===== src/pkg/dcr_defines.svh =====
`ifndef DCR_DEFINES_SVH
`define DCR_DEFINES_SVH

`define DCR_ADDR_W          6
`define DCR_DATA_W          24
`define DCR_CLUSTERS        4

`define DCR_ADDR_WAKE_DATA  6'h1d
`define DCR_ADDR_PUMP_CTRL  6'h22
`define DCR_ADDR_DEV_CFG    6'h3f

`define DCR_POS_BYTE7_LO    0
`define DCR_POS_BYTE8_LO    8

`define DCR_POS_PUMP_OFF    2
`define DCR_POS_LOAD_CURRENT_SUPERVISION_DISABLE_OFF    1
`define DCR_POS_WATCHDOG_ENABLE_BIT       0

`define DCR_POS_WAKE_PIN    23
`define DCR_POS_LIN_WAKE    22
`define DCR_POS_LIN_FAST    21
`define DCR_POS_TSD_POLICY  20
`define DCR_POS_EC_HV       19
`define DCR_POS_DUAL_MOTOR  18
`define DCR_POS_LOAD_CURRENT_SUPERVISION_DISABLE_UNLK   17
`define DCR_POS_WD_UNLK     16
`define DCR_POS_MASK_HS1    15
`define DCR_POS_MASK_LS1    14
`define DCR_POS_MASK_THERMAL_WARNING     13
`define DCR_POS_MASK_EC     12
`define DCR_POS_PUMP_UNLK   7

`define DCR_RST_WATCHDOG_ENABLE_BIT       1'h1
`define DCR_RST_WAKE_PIN    1'h1
`define DCR_RST_OTHER       1'h0

`endif


===== src/pkg/dcr_pkg.sv =====
package dcr_pkg;
  `include "dcr_defines.svh"

  typedef struct packed {
    logic       valid;
    logic       write;
    logic [5:0] addr;
    logic [23:0] wdata;
  } dcr_cmd_t;

  typedef struct packed {
    logic wakePinMeasure;
    logic linWakeOnEdge;
    logic linFastRate;
    logic thermalSelective;
    logic electrochromeHigh;
    logic dualMotor;
  } dcr_mode_t;

  typedef struct packed {
    logic functionalError;
    logic globalWarning;
    logic globalError;
  } dcr_status_t;

  typedef struct packed {
    logic openLoadHs1;
    logic openLoadLs1;
    logic thermalWarning;
    logic openLoadEc;
    logic otherOpenLoad;
    logic otherError;
  } dcr_fault_t;

  typedef struct packed {
    logic [7:0]  matchPayloadSeventh;
    logic [7:0]  matchPayloadEighth;
    logic        pumpDisable;
    logic        loadSupervisionDisable;
    logic        watchdogEnable;
    dcr_mode_t   mode;
    logic        loadSupervisionUnlock;
    logic        watchdogSetupUnlock;
    logic        pumpDisableUnlock;
    logic [3:0]  masks;
    logic [23:0] readData;
    logic        readValid;
    dcr_status_t status;
    logic        pumpRun;
    logic        watchdogStandbyOff;
    logic [3:0]  stageOff;
  } dcr_state_t;
endpackage


===== src/dcr_config_regs.sv =====
`timescale 1ns/1ps
`include "dcr_defines.svh"
module dcr_config_regs
  import dcr_pkg::*;
(
  input  wire logic        sys_clk,
  input  wire logic        rst,
  input  wire dcr_cmd_t    cmd,
  input  wire logic        flashModeTx,
  input  wire logic        activeMode,
  input  wire logic        standbyActive,
  input  wire logic        loadCurrentLow,
  input  wire dcr_fault_t  fault,
  input  wire logic [3:0]  clusterOverTemp,
  output logic [23:0]      readData,
  output logic             readValid,
  output logic [15:0]      matchPayload,
  output dcr_mode_t        mode,
  output logic             watchdogEnable,
  output logic             watchdogSetupWriteAllow,
  output logic             watchdogStandbyOff,
  output logic             pumpRun,
  output dcr_status_t      status,
  output logic [3:0]       stageOff
);

  dcr_state_t st_reg;
  dcr_state_t st_next;

  function automatic logic hit(input dcr_cmd_t c, input logic [5:0] a);
    hit = c.valid && (c.addr == a);
  endfunction

  function automatic logic [23:0] readBack(input dcr_state_t s, input logic [5:0] a);
    readBack = 24'h000000;
    unique case (a)
      `DCR_ADDR_WAKE_DATA:
      begin
        readBack[`DCR_POS_BYTE7_LO +: 8] = s.matchPayloadSeventh;
        readBack[`DCR_POS_BYTE8_LO +: 8] = s.matchPayloadEighth;
      end
      `DCR_ADDR_PUMP_CTRL:
      begin
        readBack[`DCR_POS_PUMP_OFF] = s.pumpDisable;
        readBack[`DCR_POS_LOAD_CURRENT_SUPERVISION_DISABLE_OFF] = s.loadSupervisionDisable;
        readBack[`DCR_POS_WATCHDOG_ENABLE_BIT]    = s.watchdogEnable;
      end
      `DCR_ADDR_DEV_CFG:
      begin
        readBack[`DCR_POS_WAKE_PIN]   = s.mode.wakePinMeasure;
        readBack[`DCR_POS_LIN_WAKE]   = s.mode.linWakeOnEdge;
        readBack[`DCR_POS_LIN_FAST]   = s.mode.linFastRate;
        readBack[`DCR_POS_TSD_POLICY] = s.mode.thermalSelective;
        readBack[`DCR_POS_EC_HV]      = s.mode.electrochromeHigh;
        readBack[`DCR_POS_DUAL_MOTOR] = s.mode.dualMotor;
        readBack[`DCR_POS_LOAD_CURRENT_SUPERVISION_DISABLE_UNLK]  = s.loadSupervisionUnlock;
        readBack[`DCR_POS_WD_UNLK]    = s.watchdogSetupUnlock;
        readBack[`DCR_POS_MASK_HS1 -: 4] = s.masks;
        readBack[`DCR_POS_PUMP_UNLK]  = s.pumpDisableUnlock;
      end
      default:
      begin
        readBack = 24'h000000;
      end
    endcase
  endfunction

  logic wrWake;
  logic wrPump;
  logic wrCfg;

  always_comb
  begin
    wrWake  = hit(cmd, `DCR_ADDR_WAKE_DATA) && cmd.write;
    wrPump  = hit(cmd, `DCR_ADDR_PUMP_CTRL) && cmd.write;
    wrCfg   = hit(cmd, `DCR_ADDR_DEV_CFG) && cmd.write;
    st_next = st_reg;

    // Read data is the value before this command's write
    st_next.readValid = cmd.valid;
    if (cmd.valid)
    begin
      st_next.readData = readBack(st_reg, cmd.addr);
    end

    if (wrWake)
    begin
      st_next.matchPayloadSeventh = cmd.wdata[`DCR_POS_BYTE7_LO +: 8];
      st_next.matchPayloadEighth  = cmd.wdata[`DCR_POS_BYTE8_LO +: 8];
    end

    if (wrPump)
    begin
      if (!cmd.wdata[`DCR_POS_PUMP_OFF] || st_reg.pumpDisableUnlock)
      begin
        st_next.pumpDisable = cmd.wdata[`DCR_POS_PUMP_OFF];
      end
      if (!cmd.wdata[`DCR_POS_LOAD_CURRENT_SUPERVISION_DISABLE_OFF] || st_reg.loadSupervisionUnlock)
      begin
        st_next.loadSupervisionDisable = cmd.wdata[`DCR_POS_LOAD_CURRENT_SUPERVISION_DISABLE_OFF];
      end
      if (flashModeTx)
      begin
        st_next.watchdogEnable = cmd.wdata[`DCR_POS_WATCHDOG_ENABLE_BIT];
      end
    end

    // Any command consumes the unlocks; a config write may re-arm them.
    // supervision, watchdog setup and pump unlocks are one-shot
    if (cmd.valid)
    begin
      st_next.loadSupervisionUnlock = wrCfg && cmd.wdata[`DCR_POS_LOAD_CURRENT_SUPERVISION_DISABLE_UNLK];
      st_next.watchdogSetupUnlock   = wrCfg && cmd.wdata[`DCR_POS_WD_UNLK];
      st_next.pumpDisableUnlock     = wrCfg && cmd.wdata[`DCR_POS_PUMP_UNLK];
    end

    if (wrCfg)
    begin
      st_next.mode.wakePinMeasure    = cmd.wdata[`DCR_POS_WAKE_PIN];
      st_next.mode.linWakeOnEdge     = cmd.wdata[`DCR_POS_LIN_WAKE];
      st_next.mode.linFastRate       = cmd.wdata[`DCR_POS_LIN_FAST];
      st_next.mode.thermalSelective  = cmd.wdata[`DCR_POS_TSD_POLICY];
      st_next.mode.electrochromeHigh = cmd.wdata[`DCR_POS_EC_HV];
      st_next.mode.dualMotor         = cmd.wdata[`DCR_POS_DUAL_MOTOR];
      st_next.masks                  = cmd.wdata[`DCR_POS_MASK_HS1 -: 4];
    end

    st_next.pumpRun = activeMode && !st_reg.pumpDisable;

    st_next.watchdogStandbyOff = standbyActive &&
                                 (st_reg.loadSupervisionDisable || loadCurrentLow);

    st_next.stageOff = st_reg.mode.thermalSelective ? clusterOverTemp
                                                     : {4{|clusterOverTemp}};

    st_next.status.functionalError = fault.openLoadHs1 || fault.openLoadLs1 ||
                                     fault.openLoadEc || fault.otherOpenLoad;
    st_next.status.globalWarning   = fault.thermalWarning;
    st_next.status.globalError = (fault.openLoadHs1 && !st_reg.masks[3]) ||
                                 (fault.openLoadLs1 && !st_reg.masks[2]) ||
                                 (fault.thermalWarning && !st_reg.masks[1]) ||
                                 (fault.openLoadEc && !st_reg.masks[0]) ||
                                 fault.otherOpenLoad || fault.otherError;
  end

  always_ff @(posedge sys_clk)
  begin
    if (rst)
    begin
      st_reg                     <= '0;
      st_reg.watchdogEnable      <= `DCR_RST_WATCHDOG_ENABLE_BIT;
      st_reg.mode.wakePinMeasure <= `DCR_RST_WAKE_PIN;
    end
    else
    begin
      st_reg <= st_next;
    end
  end

  // Outputs are flops of the state record, nothing combinational
  assign readData                = st_reg.readData;
  assign readValid               = st_reg.readValid;
  assign matchPayload            = {st_reg.matchPayloadEighth, st_reg.matchPayloadSeventh};
  assign mode                    = st_reg.mode;
  assign watchdogEnable          = st_reg.watchdogEnable;
  assign watchdogSetupWriteAllow = st_reg.watchdogSetupUnlock;
  assign watchdogStandbyOff      = st_reg.watchdogStandbyOff;
  assign pumpRun                 = st_reg.pumpRun;
  assign status                  = st_reg.status;
  assign stageOff                = st_reg.stageOff;

endmodule


===== config.mk =====
export PLATFORM = sky130hd
export DESIGN_NAME = dcr_config_regs
export DESIGN_NICKNAME = d
export VERILOG_FILES = /design/src/pkg/dcr_pkg.sv /design/src/dcr_config_regs.sv
export VERILOG_INCLUDE_DIRS = /design/src /design/src/pkg
export SDC_FILE = /design/constraint.sdc
export NUM_CORES = 1
export LEC_CHECK = 0
export ABC_AREA = 1
export BUFFER_PORTS_ARGS = -buffer_cell sky130_fd_sc_hd__buf_4
export CORE_ASPECT_RATIO = 0.8
export CORE_MARGIN = 2
export CORE_UTILIZATION = 35
export CTS_CLUSTER_SIZE = 10
export DETAILED_ROUTE_END_ITERATION = 10
export HOLD_SLACK_MARGIN = 0.12
export PLACE_DENSITY = 0.68
export SLEW_MARGIN = 30
export SYNTH_ARGS = -nofsm -noshare
export SYNTH_HDL_FRONTEND = slang
export SYNTH_SLANG_ARGS = --single-unit
export TNS_END_PERCENT = 1

===== constraint.sdc =====
create_clock -name sys_clk -period 1.5 [get_ports sys_clk]
set_clock_uncertainty 0.15 [all_clocks]
set_input_delay 0.225 -clock sys_clk [delete_from_list [all_inputs] [get_ports sys_clk]]
set_output_delay 0.225 -clock sys_clk [all_outputs]
set_load 0.02 [all_outputs]

== Word level (Yosys, flattened, before mapping) ==
Index checks and enable logic that the tools add are counted.

* Equality and inequality tests: 3
* Multiplexer cells: 7
* Reduce and logical (&&, ||, !) cells: 37

{| class="wikitable"
|+ Operator list
! kind !! count
|-
| logical AND 1 bit || 15
|-
| == test 6 bit, second input constant || 2
|-
| 2-to-1 mux 4 bit || 3
|-
| logical OR 1 bit || 11
|-
| 2-to-1 mux 8 bit || 1
|-
| case mux 4 bit (2 select lines) || 1
|-
| logical NOT 1 bit || 7
|-
| == test 6 x 5 -> 1 bit, second input constant || 1
|-
| case mux 3 bit (2 select lines) || 1
|-
| AND reduction 2 bit || 3
|-
| OR reduction 4 bit || 1
|-
| case mux 1 bit (2 select lines) || 1
|}

* Register bits after elaboration: 66

== Longest topological paths before layout ==
Gate-level depths: netlist of run 1.

* Depth in word-level cells: 7
* Depth in mapped cells: 8
* Gate-level depth less buffers: 7

== Worst setup path after synthesis of run 1 ==
No wires, ideal clock.

* Kind: input-to-reg
* Start: input port cmd[31] in the netlist's numbering
* End: register mode[0] (netlist name)
* Arrival: 0.938 ns
* Required time: 1.234 ns
* Slack: 0.296 ns
* Cell stages on the path: 7
* Path buffers: 2
* Cell sequence: buf_4 nand2_2 inv_4 nand3_2 clkbuf_2 o21ai_0 nor2_1

* Word-level cells in the longest chain between the ends: 2

{| class="wikitable"
|+ Ends and longest elaborated chain
! element !! RTL line !! source
|-
| from (decl) || dcr_config_regs.sv:8 || <nowiki>input wire dcr_cmd_t cmd,</nowiki>
|-
| logical AND 1 bit || dcr_config_regs.sv:31 || <nowiki>hit = c.valid && (c.addr == a);</nowiki>
|-
| logical AND 1 bit || dcr_config_regs.sv:76 || <nowiki>wrCfg = hit(cmd, `DCR_ADDR_DEV_CFG) && cmd.write;</nowiki>
|}

Every way passes these cells.
A chain may end at the register's enable or synchronous reset.

== Worst setup path in the final report of run 1 ==
* Start: input port fault[3] in the netlist's numbering
* End: register st_reg (netlist bit status[1])

{| class="wikitable"
|+ RTL lines
! element !! RTL line !! source
|-
| from (decl) || dcr_config_regs.sv:13 || <nowiki>input wire dcr_fault_t fault,</nowiki>
|-
| to (signal assigned) || dcr_config_regs.sv:156 || <nowiki>st_reg <= st_next;</nowiki>
|-
| to (decl) || dcr_config_regs.sv:27 || <nowiki>dcr_state_t st_reg;</nowiki>
|}

No word-level cell between the ends.

==> metrics.cfg, run 1 <==
[pwr]
finalPower_mw = 3.81
p_leak_nw = 2.10
p_seq_frac = 0.466
p_clk_frac = 0.432
power_density_nw_per_um2 = 879
vdd_drop_max_mv = 0.419
pwr-share-comb = 0.102
internal_power_mw = 2.96
swShare = 0.223
p_sw_uw = 849

[drt]
dr.pass1.iters = 4
wire_per_inst_um = 12.4
ant_nets = 0
vias = 2779
drt_iter0_markers = 81
drt_wl_total_um = 8030
drc_errors = 0
via_per_inst = 4.28

[logic_synthesis]
seq_area_frac_synth = 0.420
synth.avg_cell_area_um2 = 7.24
synth_top_family_by_area = simple AND/OR/NAND/NOR gates
synth_compound_area_frac = 0.0653
synth_area_um2 = 3140
synth_top_area_frac = 0.420
ys_ff_latch = 66
synth_mux_area_frac = 0
synth_xor_xnor_area_share = 0
synthAdderAreaFrac = 0
yosys-top-cells-area = dfxtp_1, nand2_1, buf_4
syn_nets = 482
synth.largest_area_cell = dfxtp_1
yosys.area_share.simple = 0.289
yosys_warnings = 0
syn_inst = 434
ys_types = 26

[outcome]
status = complete, no violations

[finish]
finish.net_count = 580
largest_reg_flops = 24
drive_gt1_frac = 0.270
syn2layout_area_growth_pct = 37.8
n_antenna_cell = 0

[global_route]
antenna_found_initial = 0
grt_overflow = 0
grt_max_degree = 33
grtUsageTotal = 0.170
grt_pass1_vias = 2701
grt_pass1_wl_um = 12800

[sta]
hold_slack_ns = 0.151
setup_tns_ns = 0
drv_slew = 0
setup_viol = 0
finalCritPeriodShare = 0.972
hold_violations = 0
rsz0062_at_grt = no
fmax_mhz = 686
maxSlewHeadroom = 0.740
fin_crit_ns = 1.46
tightest_slew_ns = 0.389

[setup_path]
rr_worst_depth = 4
end_kind = register
crit_fanout = 2
cp.arrival_ns = 1.53
rrSetupSlack_ns = 0.22
worst-setup-path-type = input pin to register
reg2reg_from = st_reg[49]$_SDFFE_PP0P_
cp-start-kind = input pin
timing.rr.end = pumpRun$_SDFF_PP0_
worstPathRequired_ns = 1.57

[clock_network]
htree_num_levels = 3
tritoncts = yes
cts_buffers = 9
path_clk_slew_ns = 0.07
insertion_delay_ns = 0.33
cts.sinks = 66
clk_path_buf_depth = 2
cts_root_buf = clkbuf_8
post_cts_buffers = 0

[worst_hold_path]
hold_depth = 5
min-delay-start = cmd[31]
hold_class = input pin to register
min_to = readData[15]$_SDFFE_PP0P_

[die]
start_util = 0.366
core_area_um2 = 8600
chipWidth_um = 110
die_area_um2 = 9760
rows = 30
io_pins = 106
dieHeight_um = 88.8

[placed_design]
gp_congestion = 0.833
place_hpwl_um = 5560
numPortBuffers = 105

[job]
drv_cap = 0

-- how the worst max path moves through the flow --
| stage | start | to | slack [ns] | depth (start not counted) |
|---|---|---|---|---|
| after floorplan | cmd[31] | mode[0]$_SDFFE_PP0P_ | 0.30 | 7 |
| after global placement | cmd[27] | readData[16]$_SDFFE_PP0P_ | 0.09 | 7 |
| after detailed placement | cmd[27] | readData[16]$_SDFFE_PP0P_ | 0.07 | 7 |
| after CTS | fault[3] | status[1]$_SDFF_PP0_ | 0.07 | 5 |
| after global routing | fault[3] | status[1]$_SDFF_PP0_ | 0.03 | 5 |
| final | fault[3] | status[1]$_SDFF_PP0_ | 0.04 | 5 |
-- cell families (layout without fill, tap and decap cells) --
logic type / after synthesis / after routing
AND/OR/NAND/NOR: 212 / 212
AO/OA/AOI/OAI: 37 / 37
buffers and inverters: 119 / 222
flip-flops: 66 / 66
-- cells in the final DEF (no fill, tap or decap), types with 2 or more instances in the layout --
cell type / Yosys / layout
dfxtp_1: 66 / 66
clkbuf_8: 0 / 10
nand3_1: 14 / 14
nand2_1: 121 / 121
nand3b_1: 2 / 2
nor2_1: 58 / 58
bufinv_16: 0 / 2
nand3_4: 2 / 2
inv_1: 46 / 46
buf_4: 55 / 108
a21oi_1: 19 / 19
clkinv_2: 1 / 3
buf_12: 0 / 5
nand4_1: 7 / 7
a21oi_2: 5 / 5
dlygate4sd3_1: 0 / 43
o21ai_0: 12 / 11
nor2_4: 4 / 4
-- per-stage QoR --
step	setup WS, ns	cells	area, um2	util
floorplan	0.296	434	3140	-
CTS	0.0716	649	4330	0.504
detailed placement	0.0744	590	3680	0.429
global placement	0.0946	590	3680	0.429
global route	0.0261	649	4330	0.504
finish	0.0413	649	4330	0.504
-- routing by layer --
layer / wire (um) / vias to the layer above / global-route usage
li1: - / 1456 / -
met1: 3710 / 1232 / 0.216
met3: 559 / 8 / 0.0582
met4: 71 / 0 / 0.0345
met2: 3690 / 83 / 0.282
met5: 0 / - / 0
-- cell usage after synthesis --
master and count:
dfxtp_1 66, nand3_1 14, buf_4 55, buf_2 6, buf_6 5, a21oi_1 19
nand4_1 7, nor4_1 1, a31oi_1 1, clkinv_4 1, nand3b_1 2, nor2_1 58
inv_4 1, o21ai_0 12, clkbuf_2 1, inv_1 46, clkbuf_1 2, a21oi_2 5
clkinv_1 1, nand3_4 2, nor2_2 1, nor2_4 4, nand3_2 1, clkinv_2 1
nand2_2 1, nand2_1 121
-- worst max-delay path, stage by stage --
cell and delay, ns:
dlygate4sd3_1 0.54, buf_4 0.13, inv_1 0.06, nor2_1 0.04, dlygate4sd3_1 0.54
-- cell type report --
class                   instances  area (um2)
clock buffers                  11         141
clock inverters                 5        77.6
fillers                       818        4260
inverters                      50         196
multi-input cells             249        1110
flip-flops and latches         66        1320
well taps                     112         140
repair buffers                156        1340
-- power groups by stage --
stage / Clock (mW) / Combinational (mW) / Sequential, mW
6_report: 1.65 / 0.387 / 1.78
5_1_grt: 1.76 / 0.415 / 1.78
4_1_cts: 1.71 / 0.385 / 1.78
3_5_place_dp: 0 / 0.295 / 1.82
3_3_place_gp: 0 / 0.292 / 1.82
2_1_floorplan: 0 / 0.142 / 1.82
-- what timing repair did --
action	CTS	global route
setup endpoints to repair	0	4
gates resized for setup	0	1
hold buffers	43	0
endpoints found under the hold margin	50	0
Power figures use the tool's default switching activity.
==> run 2: changes to the inputs <==
Settings changed: CTS_BUF_LIST set to sky130_fd_sc_hd__clkbuf_4 sky130_fd_sc_hd__clkbuf_8, SETUP_SLACK_MARGIN set to 0.1.
==> metrics.cfg, run 2 (same netlist as run 1, synthesis figures left out) <==
[placed_design]
numPortBuffers = 105
gp_congestion = 0.833
place_hpwl_um = 5560

[sta]
fin_crit_ns = 1.33
finalCritPeriodShare = 0.883
tightest_slew_ns = 0.391
maxSlewHeadroom = 0.739
drv_slew = 0
hold_violations = 0
fmax_mhz = 755
setup_tns_ns = 0
setup_viol = 0
hold_slack_ns = 0.152
rsz0062_at_grt = no

[finish]
fin_util = 0.503
syn2layout_area_growth_pct = 37.6
final_common_cell = nand2_1
mostFrequentLayoutCells = nand2_1, buf_4, dfxtp_1, nor2_1, inv_1
n_antenna_cell = 0
fill_cells = 820
largest_reg_flops = 24
drive_gt1_frac = 0.278
finish.net_count = 579

[clock_network]
cts_root_buf = clkbuf_8
insertion_delay_ns = 0.33
path_clk_slew_ns = 0.07
cts_buffers = 9
tritoncts = yes
clk_path_buf_depth = 2
htree_num_levels = 3
cts.sinks = 66

[drt]
vias = 2760
ant_nets = 0
drt_iter0_markers = 85
wl_met2_um = 3660
via_per_inst = 4.26
top_layer = met4
dr.pass1.iters = 4
wire_per_inst_um = 12.3
drt_wl_total_um = 7950
met1Wirelength_um = 3630
drc_errors = 0
met3WireLength_um = 621

[die]
io_pins = 106
core_area_um2 = 8600
rows = 30
dieHeight_um = 88.8
die_area_um2 = 9760
start_util = 0.366
chipWidth_um = 110

[global_route]
antenna_found_initial = 0
grt_overflow = 0
grt_max_degree = 33
grtUsageTotal = 0.167
grt_pass1_vias = 2668
grt_pass1_wl_um = 12600

[pwr]
swShare = 0.221
p_seq_frac = 0.465
p_clk_frac = 0.435
pwr-share-comb = 0.100
p_sw_uw = 844
power_density_nw_per_um2 = 884
p_leak_nw = 2.09
vdd_drop_max_mv = 0.419
internal_power_mw = 2.98

[setup_path]
cp.arrival_ns = 1.39
cp-start-kind = input pin
end_kind = register
worstPathRequired_ns = 1.56
crit_fanout = 4
worst-setup-path-type = input pin to register

[outcome]
status = complete, no violations

[job]
drv_cap = 0

[worst_hold_path]
hold_class = input pin to register

-- run 2: worst paths after layout --
path	start	end	slack, ns	depth (start not counted)
max	clusterOverTemp[1]	stageOff[3]$_SDFF_PP0_	0.17	6
min	cmd[31]	readData[15]$_SDFFE_PP0P_	0.15	5
min reg2reg	readData[20]$_SDFFE_PP0P_	readData[20]$_SDFFE_PP0P_	0.32	2
max reg2reg	st_reg[37]$_SDFFE_PP0P_	status[0]$_SDFF_PP0_	0.57	5
-- run 2: final cells by class --
cell class,count,area (um2),area share
inverter,50,200,0.0463
timing repair buffer,155,1330,0.307
clock inverter,5,77.6,0.0179
clock buffer,11,145,0.0336
tap,112,140,0.0324
multi-input combinational,249,1110,0.258
sequential,66,1320,0.305
-- run 2: power groups by stage --
stage | logic (mW) | clock network, mW | registers (mW)
6_report | 0.383 | 1.66 | 1.78
5_1_grt | 0.413 | 1.78 | 1.78
4_1_cts | 0.379 | 1.72 | 1.78
3_5_place_dp | 0.295 | 0 | 1.82
3_3_place_gp | 0.292 | 0 | 1.82
2_1_floorplan | 0.142 | 0 | 1.82
-- run 2: timing repair --
item                                   CTS  global route
resized for setup                        0             2
endpoints found under the hold margin   50             0
hold buffers                            40             0
setup buffers                            0             2
setup endpoints to repair                0            33
-- run 2: critical path: stages --
cell	delay, ns
dlygate4sd3_1	0.54
buf_4	0.13
inv_1	0.06
nand3_1	0.08
o21ai_1	0.26
a21oi_1	0.08
-- run 2: per-layer routing --
layer / track usage / up-vias
li1: - / 1456
met1: 0.213 / 1210
met2: 0.276 / 88
met3: 0.0589 / 6
met4: 0.0334 / 0
met5: 0 / -
-- run 2: per-stage QoR --
stage,setup slack [ns],instance area [um2],cells,total power [mW]
after CTS,0.113,4310,646,3.88
after detailed placement,0.0744,3680,590,2.11
after floorplan,0.296,3140,434,1.96
after global routing,0.106,4330,648,3.97
after global placement,0.0946,3680,590,2.11
final,0.175,4330,648,3.82
